### src/pirdly_pkg.sv
// Shared constants for the pin interrupt router and message delivery block.
// Assumes a single 20 MHz clock and an asynchronous active-low reset.
package pirdly_pkg;
    localparam int NUM_PINS = 16;
    localparam int NUM_ENTRIES = 24;
    localparam int NUM_VIRTUAL = 7;
    localparam int FIRST_VIRTUAL_ENTRY = 16;
    localparam int HOT_PLUG_ENTRY = 23;
    localparam int IDX_W = 5;
    localparam int NUM_INTX = 4;
    localparam int SYNC_STAGES = 2;

    // Message address layout
    localparam logic [11:0] MSG_ADDR_PREFIX = 12'hFEE;
    localparam int ADDR_PREFIX_LSB = 20;
    localparam int ADDR_DEST_LSB = 12;
    localparam int ADDR_EXT_DEST_LSB = 4;
    localparam int ADDR_HINT_BIT = 3;
    localparam int ADDR_DEST_MODE_BIT = 2;

    // Message data layout
    localparam int DATA_TRIGGER_BIT = 15;
    localparam int DATA_LEVEL_BIT = 14;
    localparam int DATA_DEST_MODE_BIT = 11;
    localparam int DATA_DELIVERY_LSB = 8;
    localparam int DATA_VECTOR_LSB = 0;

    localparam logic [2:0] DELIVERY_LOWEST_PRIORITY = 3'h1;

    // Legacy wire lines
    localparam logic [1:0] INTX_A = 2'h0;
    localparam logic [1:0] INTX_B = 2'h1;

    // Values after reset
    localparam logic [NUM_ENTRIES-1:0] FLAGS_RESET = 24'h000000;
    localparam logic [31:0] WORD_RESET = 32'h00000000;
    localparam logic [NUM_INTX-1:0] INTX_RESET = 4'h0;
    localparam logic [IDX_W-1:0] IDX_RESET = 5'h00;

    typedef enum logic [0:0] {
        DLV_IDLE,
        DLV_SEND
    } pirdly_dlv_state_t;
endpackage

### src/pirdly_sync.sv
// Two-flop level synchroniser, one bit per lane.
// Assumes the inputs are asynchronous to clk; only the second stage is read.
module pirdly_sync #(
    parameter int WIDTH = 1
) (
    // Clock and reset
    input wire logic clk,
    input wire logic rst_n,
    // Lanes
    input wire logic [WIDTH-1:0] async_in,
    output logic [WIDTH-1:0] sync_out
);
    logic [WIDTH-1:0] stage1;

    always_ff @(posedge clk or negedge rst_n) begin
        if (!rst_n) begin
            // Idle high like the pulled-up pins, so no false edge follows reset
            stage1 <= '1;
            sync_out <= '1;
        end else begin
            stage1 <= async_in;
            sync_out <= stage1;
        end
    end
endmodule

### src/pirdly_msg_fmt.sv
// Builds the upstream interrupt message address and data from one entry.
// Purely combinational; the caller registers the result before it leaves.
module pirdly_msg_fmt (
    // Entry fields
    input wire logic [7:0] dest_id,
    input wire logic [7:0] ext_dest_id,
    input wire logic [2:0] delivery_mode,
    input wire logic dest_mode,
    input wire logic trigger_level,
    input wire logic level_now,
    input wire logic [7:0] vector,
    // Formatted message
    output logic [31:0] msg_addr,
    output logic [31:0] msg_data
);
    logic hint;

    assign hint = (delivery_mode == pirdly_pkg::DELIVERY_LOWEST_PRIORITY);

    always_comb begin
        msg_addr = pirdly_pkg::WORD_RESET;
        msg_addr[31:pirdly_pkg::ADDR_PREFIX_LSB] = pirdly_pkg::MSG_ADDR_PREFIX;
        msg_addr[pirdly_pkg::ADDR_DEST_LSB +: 8] = dest_id;
        msg_addr[pirdly_pkg::ADDR_EXT_DEST_LSB +: 8] = ext_dest_id;
        msg_addr[pirdly_pkg::ADDR_HINT_BIT] = hint;
        // Logical-group targeting is decided upstream from hint and this bit together
        msg_addr[pirdly_pkg::ADDR_DEST_MODE_BIT] = dest_mode;

        msg_data = pirdly_pkg::WORD_RESET;
        msg_data[pirdly_pkg::DATA_TRIGGER_BIT] = trigger_level;
        msg_data[pirdly_pkg::DATA_LEVEL_BIT] = trigger_level ? level_now : 1'b1;
        msg_data[pirdly_pkg::DATA_DEST_MODE_BIT] = dest_mode;
        msg_data[pirdly_pkg::DATA_DELIVERY_LSB +: 3] = delivery_mode;
        msg_data[pirdly_pkg::DATA_VECTOR_LSB +: 8] = vector;
    end
endmodule

### src/pirdly_top.sv
// Pin interrupt router: redirection-entry scheduling, upstream message
// delivery, end-of-interrupt handling, legacy wire messages and MSI pass-through.
// Assumes entry configuration is held steady by its owner and that all
// inputs other than the pins come from logic on clk.
//
// Summary of operation
// - Sixteen pins, per-entry trigger mode and polarity.
// - Synchronise pins; schedule only unmasked entries.
// - Pins feed entries fifteen down to zero.
// - Hot-plug interrupt fixed to entry twenty-three.
// - Other entries driven only by virtual wires.
// - Forward in-window inbound MSI writes unchanged.
// - Masked pin and hot-plug entries make legacy messages, unmasked none.
// - Assert message on rising edge of OR.
// - Deassert message on falling edge of OR.
// - Fixed pin and hot-plug to legacy line routing.
// - Pin interrupts never flush inbound posted writes.
// - End-of-interrupt vector match clears remote pending.
// - Every matching entry is cleared, not just one.
// - End-of-interrupt is consumed, never sent downstream.
// - Set request flag yields one upstream message write.
// - Address top bits FEE, bottom two zero.
// - Address destination from entry bits sixty-three down.
// - Address extended destination from entry bits fifty-five.
// - Redirection hint set for lowest-priority delivery.
// - Address bit two carries destination mode.
// - Data zero fields, trigger and destination mode bits.
// - Level bit one for edge, input level otherwise.
// - Data carries delivery mode and vector.
module pirdly_top (
    // Clock and reset
    input wire logic clk,
    input wire logic rst_n,
    // Interrupt sources
    input wire logic [15:0] pci_side_irq_pins_n,
    input wire logic hot_plug_irq_a,
    input wire logic hot_plug_irq_b,
    input wire logic [6:0] virtual_wire_level,
    input wire logic [3:0] other_side_intx_level,
    // Redirection entry configuration, one lane per entry
    input wire logic [23:0] entry_mask,
    input wire logic [23:0] entry_trigger_level,
    input wire logic [23:0] entry_active_low,
    input wire logic [23:0] entry_dest_mode,
    input wire logic [191:0] entry_vector,
    input wire logic [71:0] entry_delivery_mode,
    input wire logic [191:0] entry_dest_id,
    input wire logic [191:0] entry_ext_dest_id,
    // Entry status
    output logic [23:0] delivery_request_flag,
    output logic [23:0] remote_pending_flag,
    // Upstream interrupt message write
    output logic msg_valid,
    input wire logic msg_ready,
    output logic [31:0] msg_addr,
    output logic [31:0] msg_data,
    // End-of-interrupt broadcast from upstream
    input wire logic eoi_valid,
    input wire logic [7:0] eoi_vector,
    // Legacy wire messages upstream
    output logic intx_valid,
    input wire logic intx_ready,
    output logic [1:0] intx_line,
    output logic intx_assert,
    // Inbound MSI writes from PCI and their upstream forward
    input wire logic msi_in_valid,
    output logic msi_in_ready,
    input wire logic msi_in_window,
    input wire logic [31:0] msi_in_addr,
    input wire logic [31:0] msi_in_data,
    output logic msi_out_valid,
    input wire logic msi_out_ready,
    output logic [31:0] msi_out_addr,
    output logic [31:0] msi_out_data
);
    localparam int N = pirdly_pkg::NUM_ENTRIES;

    logic [15:0] pins_sync;
    logic [N-1:0] src_level;
    logic [N-1:0] active;
    logic [N-1:0] active_prev;
    logic [N-1:0] next_request;
    logic [N-1:0] next_remote;
    logic [N-1:0] eoi_match;
    logic [N-1:0] grant_clear;
    logic [N-1:0] grant_remote_set;
    pirdly_pkg::pirdly_dlv_state_t state;

    // Synchronise the external pins before anything looks at them
    pirdly_sync #(
        .WIDTH(pirdly_pkg::NUM_PINS)
    ) u_pin_sync (
        .clk(clk),
        .rst_n(rst_n),
        .async_in(pci_side_irq_pins_n),
        .sync_out(pins_sync)
    );

    // Source of each entry: pins, virtual wires, hot-plug
    always_comb begin
        src_level = pirdly_pkg::FLAGS_RESET;
        src_level[15:0] = pins_sync;
        src_level[22:16] = virtual_wire_level;
        src_level[pirdly_pkg::HOT_PLUG_ENTRY] = hot_plug_irq_a;
    end

    // Polarity per entry turns the raw level into an asserted level
    assign active = src_level ^ entry_active_low;

    always_ff @(posedge clk or negedge rst_n) begin
        if (!rst_n) begin
            active_prev <= pirdly_pkg::FLAGS_RESET;
        end else begin
            active_prev <= active;
        end
    end

    // Request flags: an edge set wins over the grant clear; a level set does not
    always_comb begin
        next_request = delivery_request_flag;
        for (int i = 0; i < N; i++) begin
            if (grant_clear[i]) begin
                next_request[i] = 1'b0;
            end
            if (entry_trigger_level[i] && !active[i]) begin
                // A level that went away before delivery is no longer owed
                next_request[i] = 1'b0;
            end
            if (!entry_mask[i]) begin
                if (entry_trigger_level[i]) begin
                    if (active[i] && !remote_pending_flag[i] && !grant_remote_set[i]) begin
                        next_request[i] = 1'b1;
                    end
                end else if (active[i] && !active_prev[i]) begin
                    next_request[i] = 1'b1;
                end
            end else if (!grant_clear[i]) begin
                next_request[i] = 1'b0;
            end
        end
    end

    always_ff @(posedge clk or negedge rst_n) begin
        if (!rst_n) begin
            delivery_request_flag <= pirdly_pkg::FLAGS_RESET;
        end else begin
            delivery_request_flag <= next_request;
        end
    end

    // End-of-interrupt compares against every entry at once
    always_comb begin
        eoi_match = pirdly_pkg::FLAGS_RESET;
        for (int i = 0; i < N; i++) begin
            eoi_match[i] = eoi_valid && (entry_vector[i*8 +: 8] == eoi_vector);
        end
    end

    // Remote pending: the delivery set wins over an EOI in the same cycle
    always_comb begin
        next_remote = remote_pending_flag;
        for (int i = 0; i < N; i++) begin
            if (eoi_match[i]) begin
                next_remote[i] = 1'b0;
            end
            if (grant_remote_set[i]) begin
                next_remote[i] = 1'b1;
            end
        end
    end

    always_ff @(posedge clk or negedge rst_n) begin
        if (!rst_n) begin
            remote_pending_flag <= pirdly_pkg::FLAGS_RESET;
        end else begin
            remote_pending_flag <= next_remote;
        end
    end
    // The EOI has no path toward PCI; it ends here

    // Delivery: lowest-numbered pending entry goes first
    logic any_req;
    logic [pirdly_pkg::IDX_W-1:0] pick;
    logic [pirdly_pkg::IDX_W-1:0] sel;
    logic [31:0] fmt_addr;
    logic [31:0] fmt_data;
    logic sel_level;

    always_comb begin
        any_req = 1'b0;
        pick = pirdly_pkg::IDX_RESET;
        for (int i = N - 1; i >= 0; i--) begin
            if (delivery_request_flag[i]) begin
                any_req = 1'b1;
                pick = pirdly_pkg::IDX_W'(i);
            end
        end
    end

    pirdly_msg_fmt u_fmt (
        .dest_id(entry_dest_id[pick*8 +: 8]),
        .ext_dest_id(entry_ext_dest_id[pick*8 +: 8]),
        .delivery_mode(entry_delivery_mode[pick*3 +: 3]),
        .dest_mode(entry_dest_mode[pick]),
        .trigger_level(entry_trigger_level[pick]),
        .level_now(active[pick]),
        .vector(entry_vector[pick*8 +: 8]),
        .msg_addr(fmt_addr),
        .msg_data(fmt_data)
    );

    always_ff @(posedge clk or negedge rst_n) begin
        if (!rst_n) begin
            state <= pirdly_pkg::DLV_IDLE;
            sel <= pirdly_pkg::IDX_RESET;
            sel_level <= 1'b0;
            msg_addr <= pirdly_pkg::WORD_RESET;
            msg_data <= pirdly_pkg::WORD_RESET;
        end else begin
            case (state)
                pirdly_pkg::DLV_IDLE: begin
                    if (any_req) begin
                        sel <= pick;
                        sel_level <= entry_trigger_level[pick];
                        msg_addr <= fmt_addr;
                        msg_data <= fmt_data;
                        state <= pirdly_pkg::DLV_SEND;
                    end
                end
                pirdly_pkg::DLV_SEND: begin
                    if (msg_ready) begin
                        state <= pirdly_pkg::DLV_IDLE;
                    end
                end
                default: begin
                    state <= pirdly_pkg::DLV_IDLE;
                end
            endcase
        end
    end

    assign msg_valid = (state == pirdly_pkg::DLV_SEND);

    // One write per set flag: the flag drops as the write is taken
    always_comb begin
        grant_clear = pirdly_pkg::FLAGS_RESET;
        grant_remote_set = pirdly_pkg::FLAGS_RESET;
        if (msg_valid && msg_ready) begin
            grant_clear[sel] = 1'b1;
            grant_remote_set[sel] = sel_level;
        end
    end

    // Legacy wire lines from masked pin and hot-plug entries, the second hot-plug source and other-side levels
    logic [3:0] intx_level;
    logic [3:0] intx_sent;
    logic [3:0] intx_diff;
    logic [1:0] intx_pick;

    always_comb begin
        intx_level = other_side_intx_level;
        for (int p = 0; p < pirdly_pkg::NUM_PINS; p++) begin
            intx_level[p % 4] = intx_level[p % 4] | (entry_mask[p] & active[p]);
        end
        intx_level[pirdly_pkg::INTX_A] = intx_level[pirdly_pkg::INTX_A]
            | (entry_mask[pirdly_pkg::HOT_PLUG_ENTRY] & active[pirdly_pkg::HOT_PLUG_ENTRY]);
        // The second hot-plug source has no entry, so it is treated as masked
        intx_level[pirdly_pkg::INTX_B] = intx_level[pirdly_pkg::INTX_B] | hot_plug_irq_b;
    end

    // A line whose reported state lags its level owes a message
    assign intx_diff = intx_level ^ intx_sent;

    always_comb begin
        intx_pick = 2'h0;
        for (int l = pirdly_pkg::NUM_INTX - 1; l >= 0; l--) begin
            if (intx_diff[l]) begin
                intx_pick = 2'(l);
            end
        end
    end

    // Glitches shorter than one handshake collapse, keeping the upstream pair balanced
    always_ff @(posedge clk or negedge rst_n) begin
        if (!rst_n) begin
            intx_valid <= 1'b0;
            intx_line <= 2'h0;
            intx_assert <= 1'b0;
            intx_sent <= pirdly_pkg::INTX_RESET;
        end else if (intx_valid) begin
            if (intx_ready) begin
                intx_valid <= 1'b0;
                intx_sent[intx_line] <= intx_assert;
            end
        end else if (|intx_diff) begin
            intx_valid <= 1'b1;
            intx_line <= intx_pick;
            intx_assert <= intx_level[intx_pick];
        end
    end

    // MSI pass-through: one register stage, address and data untouched
    assign msi_in_ready = !msi_out_valid || msi_out_ready;

    always_ff @(posedge clk or negedge rst_n) begin
        if (!rst_n) begin
            msi_out_valid <= 1'b0;
            msi_out_addr <= pirdly_pkg::WORD_RESET;
            msi_out_data <= pirdly_pkg::WORD_RESET;
        end else if (msi_in_ready) begin
            // Writes outside the window are accepted and dropped here; they belong elsewhere
            msi_out_valid <= msi_in_valid && msi_in_window;
            if (msi_in_valid && msi_in_window) begin
                msi_out_addr <= msi_in_addr;
                msi_out_data <= msi_in_data;
            end
        end
    end
    // Interrupts never wait on inbound posted writes; drivers order them
endmodule

### config.mk
export PLATFORM = sky130hd
export DESIGN_NAME = pirdly_top
export DESIGN_NICKNAME = d
export VERILOG_FILES = /design/src/pirdly_pkg.sv /design/src/pirdly_sync.sv /design/src/pirdly_msg_fmt.sv /design/src/pirdly_top.sv
export SDC_FILE = /design/constraint.sdc
export NUM_CORES = 1
export LEC_CHECK = 0
export BUFFER_PORTS_ARGS = -buffer_cell sky130_fd_sc_hd__buf_2
export CAP_MARGIN = 20
export CORE_AREA = 2 2 406 408
export CTS_BUF_LIST = sky130_fd_sc_hd__clkbuf_8
export DETAILED_ROUTE_END_ITERATION = 10
export DIE_AREA = 0 0 408 410
export MAX_ROUTING_LAYER = met4
export PLACE_DENSITY_LB_ADDON = 0.3
export SLEW_MARGIN = 20
export SYNTH_ARGS = -nofsm -noshare
export SYNTH_HDL_FRONTEND = slang
export SYNTH_SLANG_ARGS = --single-unit
### constraint.sdc
create_clock -name clk -period 2.65 [get_ports clk]
set_input_delay 0.795 -clock clk [delete_from_list [all_inputs] [get_ports clk]]
set_output_delay 0.795 -clock clk [all_outputs]
set_load 0.01 [all_outputs]
==> metrics.csv, run 1 <==
metric;value;unit
run status;finished, violations left;
violated checks;setup timing;
post-synth top area share;26.0;%
Post-synth top flop;dfrtp_1;
worst reg-to-reg path cell count;16;
DIE HEIGHT;410;um
Clock Tree Root;clkbuf_8;
Clk network pwr share;13.4;%
CTS H-Tree Depth;2;
EDFF count, synth;0;
met1 GRT Util;19.6;%
PD cells;991;nW/um^2
row count;149;
DR DRC count;0;
P_sw;0.0158;W
Ys Warns;0;
Worst Setup SP;delivery_request_flag[14];
grt peak-use layer;met2;
largest net degree at the start of global routing;65;
Filler cells;18600;
worst stage delay on the critical path;0.55;ns
area leader, netlist;dfrtp_1;
Max Clk Rate;288;MHz
CTS tree;yes;
R2R setup slack;-0.82;ns
layout cell share with drive strength beyond 1;51.7;%
power share of the sequential group;14.7;%
chip width;408;um
GPL Wtd Cong;0.977;
Gate power share;71.9;%
Slew HR;44.7;%
grt total ovfl;0;
clk sinks;215;
Setup crit end kind;register;
Total Nets Final;4548;
final hold violation count;0;
Post-synth ARST share;100;%
detailed placer's ending HPWL;139000;um
Crit Path Category;reg -> reg;
register bit count reported by yosys;215;
Setup WS post-layout;-0.820;ns
Pleak;15.0;nW
Initial DRC Count;1633;
worst-margin pin slew;0.819;ns
antenna-violating nets left;0;
crit path to;msg_addr[8];
RR Endpoint;msg_addr[8];
effective utilization at floorplan;10.8;%
Worst Setup Start Kind;register;
fin crit period;3.47;ns
R2R Path Start;delivery_request_flag[14];
Hold Path Class;in -> reg;
hold path cells;1;
RSZ-0062 raised after global routing;true;
Critical Path Stages;16;
dominant cells by area after synthesis;dfrtp_1 (26%), nand2_1 (15%), xor2_1 (9.5%), nand3_1 (5.6%), a311oi_1 (5.1%);
post-synthesis cell count;2374;
Buf+Inv Stages, Crit Path;7;
VDD IR max;435;uV
number of CTS-inserted buffers;50;
DP Cell Count;5740;
Tcrit/Tclk final;131;%
WL/cell;28.1;um
Layout Skew;0.0488;ns
maximum root-to-sink buffer count;3;
switch share;49.0;%
worst hold slack;0.193;ns
Critical Path AT;4.04;ns
core area;163000;sq um
utilization after layout;19.9;%
via/cell ratio;4.06;
area growth from synthesis to layout;85.0;%
clock transition at the registers of the reported paths;0.06;ns
routed vias;24300;
global-route wire length before repair;220000;um
maximum fanout along the worst path;8;
Cell Count, Final, Fillers Out;5997;
most frequent CP cell;buf_4;
DRT Pass-1 Iters;7;
crit-path cells;or4_4 > a2111oi_4 > o31a_4 > o41ai_4 > buf_4 > nand2_8 > buf_12 > buf_4 > buf_4 > buf_6 > a311oi_1 > buf_4 > a31oi_4 > buf_6 > a21oi_4 > a221o_1;
Final Max Tran Viols;0;
Skew-Pair Late Insertion Delay;0.72;ns
final setup fails;31;
Top delay family on crit path;compound AO/OA/AOI/OAI gates;
Mapped Area;17600;sq um
dpl ws;-1.36;ns
Total GRT Usage;19.8;%
max_cap viols;0;
vias in the first global route;25000;
number of unique standard cell types used by synthesis;69;
Internal;0.0165;W
number of port buffers;1013;
Routed WL;168000;um
met2 Use GR;36.5;%
# IOs;1036;
Die Footprint;167000;sq um
sequential-to-total area share from yosys stat;30.8;%
critical path's slowest cell;or4_4;
initial antenna violation count;105;
post-synthesis area per instance;7.42;sq um
WP data required;3.22;ns
met3 global-route usage;6.12;%
-- sequential cells by signal, indices dropped and copies added, names as in the netlist, 16 cells and up --
register	count
active_prev	24
delivery_request_flag	24
msg_addr	18
msi_out_addr	32
msi_out_data	32
remote_pending_flag	24
u_pin_sync.stage1	16
u_pin_sync.sync_out	16
-- routing by layer --
| layer | part of all wire, % | wire length, um |
|---|---|---|
| met2 | 53 | 88600 |
| met1 | 35 | 59500 |
| met3 | 7.9 | 13300 |
| met5 | 0 | 0 |
| met4 | 4.2 | 7020 |
-- power groups by stage --
| stage | clock network [W] | registers, W | logic, W |
|---|---|---|---|
| after floorplan | 0 | 0.00476 | 0.00754 |
| after global placement | 0 | 0.00481 | 0.0179 |
| after detailed placement | 0 | 0.00481 | 0.0178 |
| after CTS | 0.00454 | 0.00477 | 0.0223 |
| after global routing | 0.00467 | 0.00485 | 0.0247 |
| final | 0.00432 | 0.00475 | 0.0232 |
-- repair_timing --
action / 4_1_cts / 5_1_grt
cloned: 16 / 5
resized for setup: 303 / 154
hold buffers: 1 / 0
pin swaps: 95 / 96
endpoints found under the hold margin: 17 / 0
buffers inserted: 70 / 28
setup endpoints to repair: 31 / 36
-- kinds of logic (layout without fill, tap and decap cells) --
kind of cell               Yosys count  in the layout  share of synthesized area (%)
AOI/OAI and AO/OA                  404            404                           16.8
xor gates and xnor gates           220            220                           10.9
adders and majority gates            2              2                          0.114
buffers and inverters              262           1603                           6.58
DFF                                215            215                           30.8
muxes                               81             81                           5.45
other                                1             94                         0.0213
and+or+nand+nor                   1189           1189                           29.3
-- synthesized netlist by cell type (all sizes together), types with 7 or more instances --
cell type  count
nand3b         8
nor4          30
nor3          17
or3           18
a31oi         55
a311oi       103
xor2         192
xnor2         28
nor2          93
buf           84
dfrtp        183
nand2        719
o21ai         67
clkbuf       146
inv           32
o221ai        17
mux2          70
o41ai         25
a21oi         61
and3          79
a221oi         8
a221o         25
dfstp         32
o211ai         7
nand3        198
-- area by class of cell --
class | count | area, sq um | share of cell area (%)
Inverter | 32 | 120 | 0.368
Multi-Input combinational cell | 1918 | 13100 | 40.1
Sequential cell | 215 | 5420 | 16.6
Clock inverter | 34 | 243 | 0.744
Antenna cell | 72 | 180 | 0.553
Clock buffer | 59 | 812 | 2.49
Timing Repair Buffer | 1478 | 10000 | 30.7
Tap cell | 2189 | 2740 | 8.40
-- worst reg2reg max path: stages (launching register included) --
cell,delay (ns)
dfrtp_1,0.38
or4_4,0.55
a2111oi_4,0.21
o31a_4,0.22
o41ai_4,0.09
buf_4,0.17
nand2_8,0.13
buf_12,0.16
buf_4,0.15
buf_4,0.14
buf_6,0.12
a311oi_1,0.10
buf_4,0.18
a31oi_4,0.25
buf_6,0.16
a21oi_4,0.06
a221o_1,0.29
-- cell usage in the layout, fill, tap and decap left out, types with 17 or more instances in the layout --
master	n
xor2_1	192
a21oi_1	34
a31oi_4	24
nand3_2	44
or3_1	18
nor2_1	78
xnor2_1	28
buf_8	17
dfrtp_1	182
inv_1	47
a21oi_4	17
nand2_2	21
buf_2	1012
buf_12	52
and3_4	17
nand2_1	691
a31oi_1	19
buf_4	322
a311oi_2	47
o21ai_0	64
and3_1	62
buf_6	50
o41ai_1	24
clkbuf_8	59
conb_1	22
mux2_2	69
a311oi_1	46
a221o_1	25
nor4_1	28
dfstp_2	32
diode_2	72
nand3_1	150
-- through the flow --
stage | TNS, ns | total power [W] | cell area [sq um]
finish | -20.48 | 0.0323 | 32600
global route | -23.12 | 0.0342 | 32600
CTS | -21.14 | 0.0316 | 31500
detailed placement | -37.78 | 0.0226 | 27900
global placement | -39.89 | 0.0227 | 27800
floorplan | -6.96 | 0.0123 | 17800
-- how the worst min path moves through the flow --
stage / slack, ns / end / from
6_report: 0.19 / u_pin_sync.stage1[11] / pci_side_irq_pins_n[11]
5_1_grt: 0.12 / u_pin_sync.stage1[3] / pci_side_irq_pins_n[3]
4_1_cts: 0.1 / u_pin_sync.stage1[3] / pci_side_irq_pins_n[3]
3_5_place_dp: 0.35 / u_pin_sync.sync_out[10] / u_pin_sync.stage1[10]
3_3_place_gp: 0.35 / u_pin_sync.sync_out[3] / u_pin_sync.stage1[3]
2_1_floorplan: 0.35 / u_pin_sync.sync_out[0] / u_pin_sync.stage1[0]
Note: power is estimated with default switching activity, not from simulation.
==> run 2: changes to the inputs <==
--- a/config.mk
+++ b/config.mk
@@ -13,6 +13,7 @@
 export DIE_AREA = 0 0 408 410
 export MAX_ROUTING_LAYER = met4
 export PLACE_DENSITY_LB_ADDON = 0.3
+export RECOVER_POWER = 50
 export SLEW_MARGIN = 20
 export SYNTH_ARGS = -nofsm -noshare
 export SYNTH_HDL_FRONTEND = slang
==> run 2 against run 1 <==
Clock-buffer cell count stayed put. Power about the same. Clock power barely moved. Via count rose by 0.33%. The flow finishes with violations (capacitance limit, slew limit, setup timing). Critical path type unchanged. Sequential cell count did not move. Fmax is essentially flat. First-iteration DRC count fell by 0.49%. Combinational power is essentially flat. Routed wire length about the same.
==> metrics.csv, run 2 (synthesis gave the netlist of run 1 again) <==
metric;value;unit;change
run status;finished, violations left;;unchanged
violated checks;capacitance limit, slew limit, setup timing;;was setup timing
routed vias;24400;;was 24300
clk sinks;215;;unchanged
Cell Area, Placed;27900;sq um;unchanged
Worst Setup SP;delivery_request_flag[14];;unchanged
most common cell after layout, fill and taps aside;buf_2;;unchanged
number of CTS-inserted buffers;50;;unchanged
area growth from synthesis to layout;84.5;%;was 85.0%
Top delay family on crit path;compound AO/OA/AOI/OAI gates;;unchanged
worst stage delay on the critical path;0.55;ns;about the same
CTS H-Tree Depth;2;;unchanged
VDD IR max;438;uV;was 435 uV
Pleak;15.0;nW;about the same
crit-path cells;or4_4 > a2111oi_4 > o31a_4 > o41ai_4 > buf_4 > nand2_8 > buf_12 > buf_4 > buf_4 > buf_6 > a311oi_1 > buf_4 > a31oi_4 > buf_6 > a21oi_4 > a221o_1;;unchanged
utilization after layout;19.9;%;about the same
Total Nets Final;4548;;unchanged
Total GRT Usage;19.8;%;unchanged
CTS tree;yes;;unchanged
Routed WL;168000;um;about the same
hold path cells;1;;unchanged
Layout Skew;0.0493;ns;was 0.0488 ns
layout cell share with drive strength beyond 1;51.2;%;was 51.7%
Top Registers;msi_out_addr x32, msi_out_data x32;;unchanged
Final Cell Area;32500;sq um;was 32600 sq um
WL/cell;28.1;um;about the same
Skew-Pair Late Insertion Delay;0.72;ns;about the same
via/cell ratio;4.07;;was 4.06
maximum root-to-sink buffer count;3;;unchanged
global-route wire length before repair;220000;um;unchanged
Buf+Inv Stages, Crit Path;7;;unchanged
largest net degree at the start of global routing;65;;unchanged
Setup WS post-layout;-0.817;ns;was -0.820 ns
detailed placer's ending HPWL;139000;um;unchanged
DRT Pass-1 Iters;5;;was 7
row count;149;;unchanged
chip width;408;um;unchanged
final setup fails;31;;unchanged
R2R Path Start;delivery_request_flag[14];;unchanged
Critical Path Stages;16;;unchanged
maximum fanout along the worst path;8;;unchanged
number of port buffers;1013;;unchanged
Power Total;0.0323;W;about the same
leading cell types in the layout, fill and taps excluded;buf_2 (1008), nand2_1 (691), buf_4 (309);;was buf_2 (1012), nand2_1 (691), buf_4 (322)
Die Footprint;167000;sq um;unchanged
worst-margin pin slew;2.01;ns;was 0.819 ns
antenna-violating nets left;0;;unchanged
most frequent CP cell;buf_4;;unchanged
Worst Setup Start Kind;register;;unchanged
clock transition at the registers of the reported paths;0.06;ns;about the same
Cell Count, Final, Fillers Out;5995;;was 5997
vias in the first global route;25000;;unchanged
RR Endpoint;msg_addr[8];;unchanged
Hold Path Class;in -> reg;;unchanged
Crit Path Category;reg -> reg;;unchanged
Worst Hold Endpoint;u_pin_sync.stage1[11];;unchanged
max_cap viols;1;;was 0
RSZ-0062 raised after global routing;true;;unchanged
worst reg-to-reg path cell count;16;;unchanged
Critical Path AT;4.03;ns;was 4.04 ns
fin crit period;3.47;ns;about the same
initial antenna violation count;105;;unchanged
Hold Crit Start;pci_side_irq_pins_n[11];;unchanged
PD cells;994;nW/um^2;was 991 nW/um^2
# IOs;1036;;unchanged
Setup crit end kind;register;;unchanged
Clock Tree Root;clkbuf_8;;unchanged
DR DRC count;0;;unchanged
Slew HR;-34.0;%;was 44.7%
GPL Wtd Cong;0.977;;unchanged
Initial DRC Count;1625;;was 1633
WP data required;3.22;ns;about the same
core area;163000;sq um;unchanged
R2R setup slack;-0.82;ns;about the same
final hold violation count;0;;unchanged
critical path's slowest cell;or4_4;;unchanged
Final Max Tran Viols;27;;was 0
grt total ovfl;0;;unchanged
Max Clk Rate;288;MHz;about the same
DIE HEIGHT;410;um;unchanged
Tcrit/Tclk final;131;%;about the same
effective utilization at floorplan;10.8;%;unchanged
DP Cell Count;5740;;unchanged
## run 2: where the power goes
| group | total [W] | internal (W) | switching [W] |
|---|---|---|---|
| logic | 0.0232 | 0.0101 | 0.0131 |
| registers | 0.00475 | 0.00402 | 0.000736 |
| clock network | 0.00432 | 0.00233 | 0.00199 |
| total | 0.0323 | 0.0165 | 0.0159 |
## run 2: worst max path at each step
stage,endpoint,slack [ns]
6_report,msg_addr[8],-0.82
5_1_grt,msg_data[10],-0.92
4_1_cts,msg_data[10],-0.81
3_5_place_dp,msg_addr[6],-1.36
3_3_place_gp,msg_data[11],-1.86
2_1_floorplan,msg_data[10],-0.26
## run 2: metal layers
metal  track usage, %  vias to the layer above  wire [um]
met5                -                        -          0
li1                 -                    11100          -
met1             19.6                    11900      59300
met4             7.15                        0       6950
met2             36.5                     1128      88600
met3             6.12                      259      13600
## run 2: cell type report
type                            instances  area, sq um
Antenna cell                           70          175
Multi-Input combinational cell       1918        13100
Inverter                               32          120
Sequential cell                       215         5420
Tap cell                             2189         2740
Fill cell                           18600       131000
Clock inverter                         34          243
Clock buffer                           59          812
Timing Repair Buffer                 1478         9930
## run 2: timing repair
| action | in CTS | in global routing |
|---|---|---|
| setup buffers | 70 | 28 |
| gates resized for setup | 303 | 154 |
| setup endpoints to repair | 31 | 36 |
| pin swaps | 95 | 96 |
| hold buffers | 1 | 0 |
| cloned | 16 | 5 |
| endpoints found under the hold margin | 17 | 0 |
## run 2: worst reg2reg max path, delay by kind of cell, from the launching register on
kind,cells,cell delay (ns)
AO/OA/AOI/OAI,7,1.24
buffers and inverters,7,1.08
AND/OR/NAND/NOR,2,0.68
flip-flops,1,0.38
## run 2: through the flow
stage	setup TNS [ns]	worst slack [ns]	hold WS (ns)
finish	-20.39	-0.817	0.193
global route	-38.72	-0.924	0.116
CTS	-21.14	-0.807	0.0972
detailed placement	-37.78	-1.36	0.347
global placement	-39.89	-1.86	0.346
floorplan	-6.96	-0.263	0.345
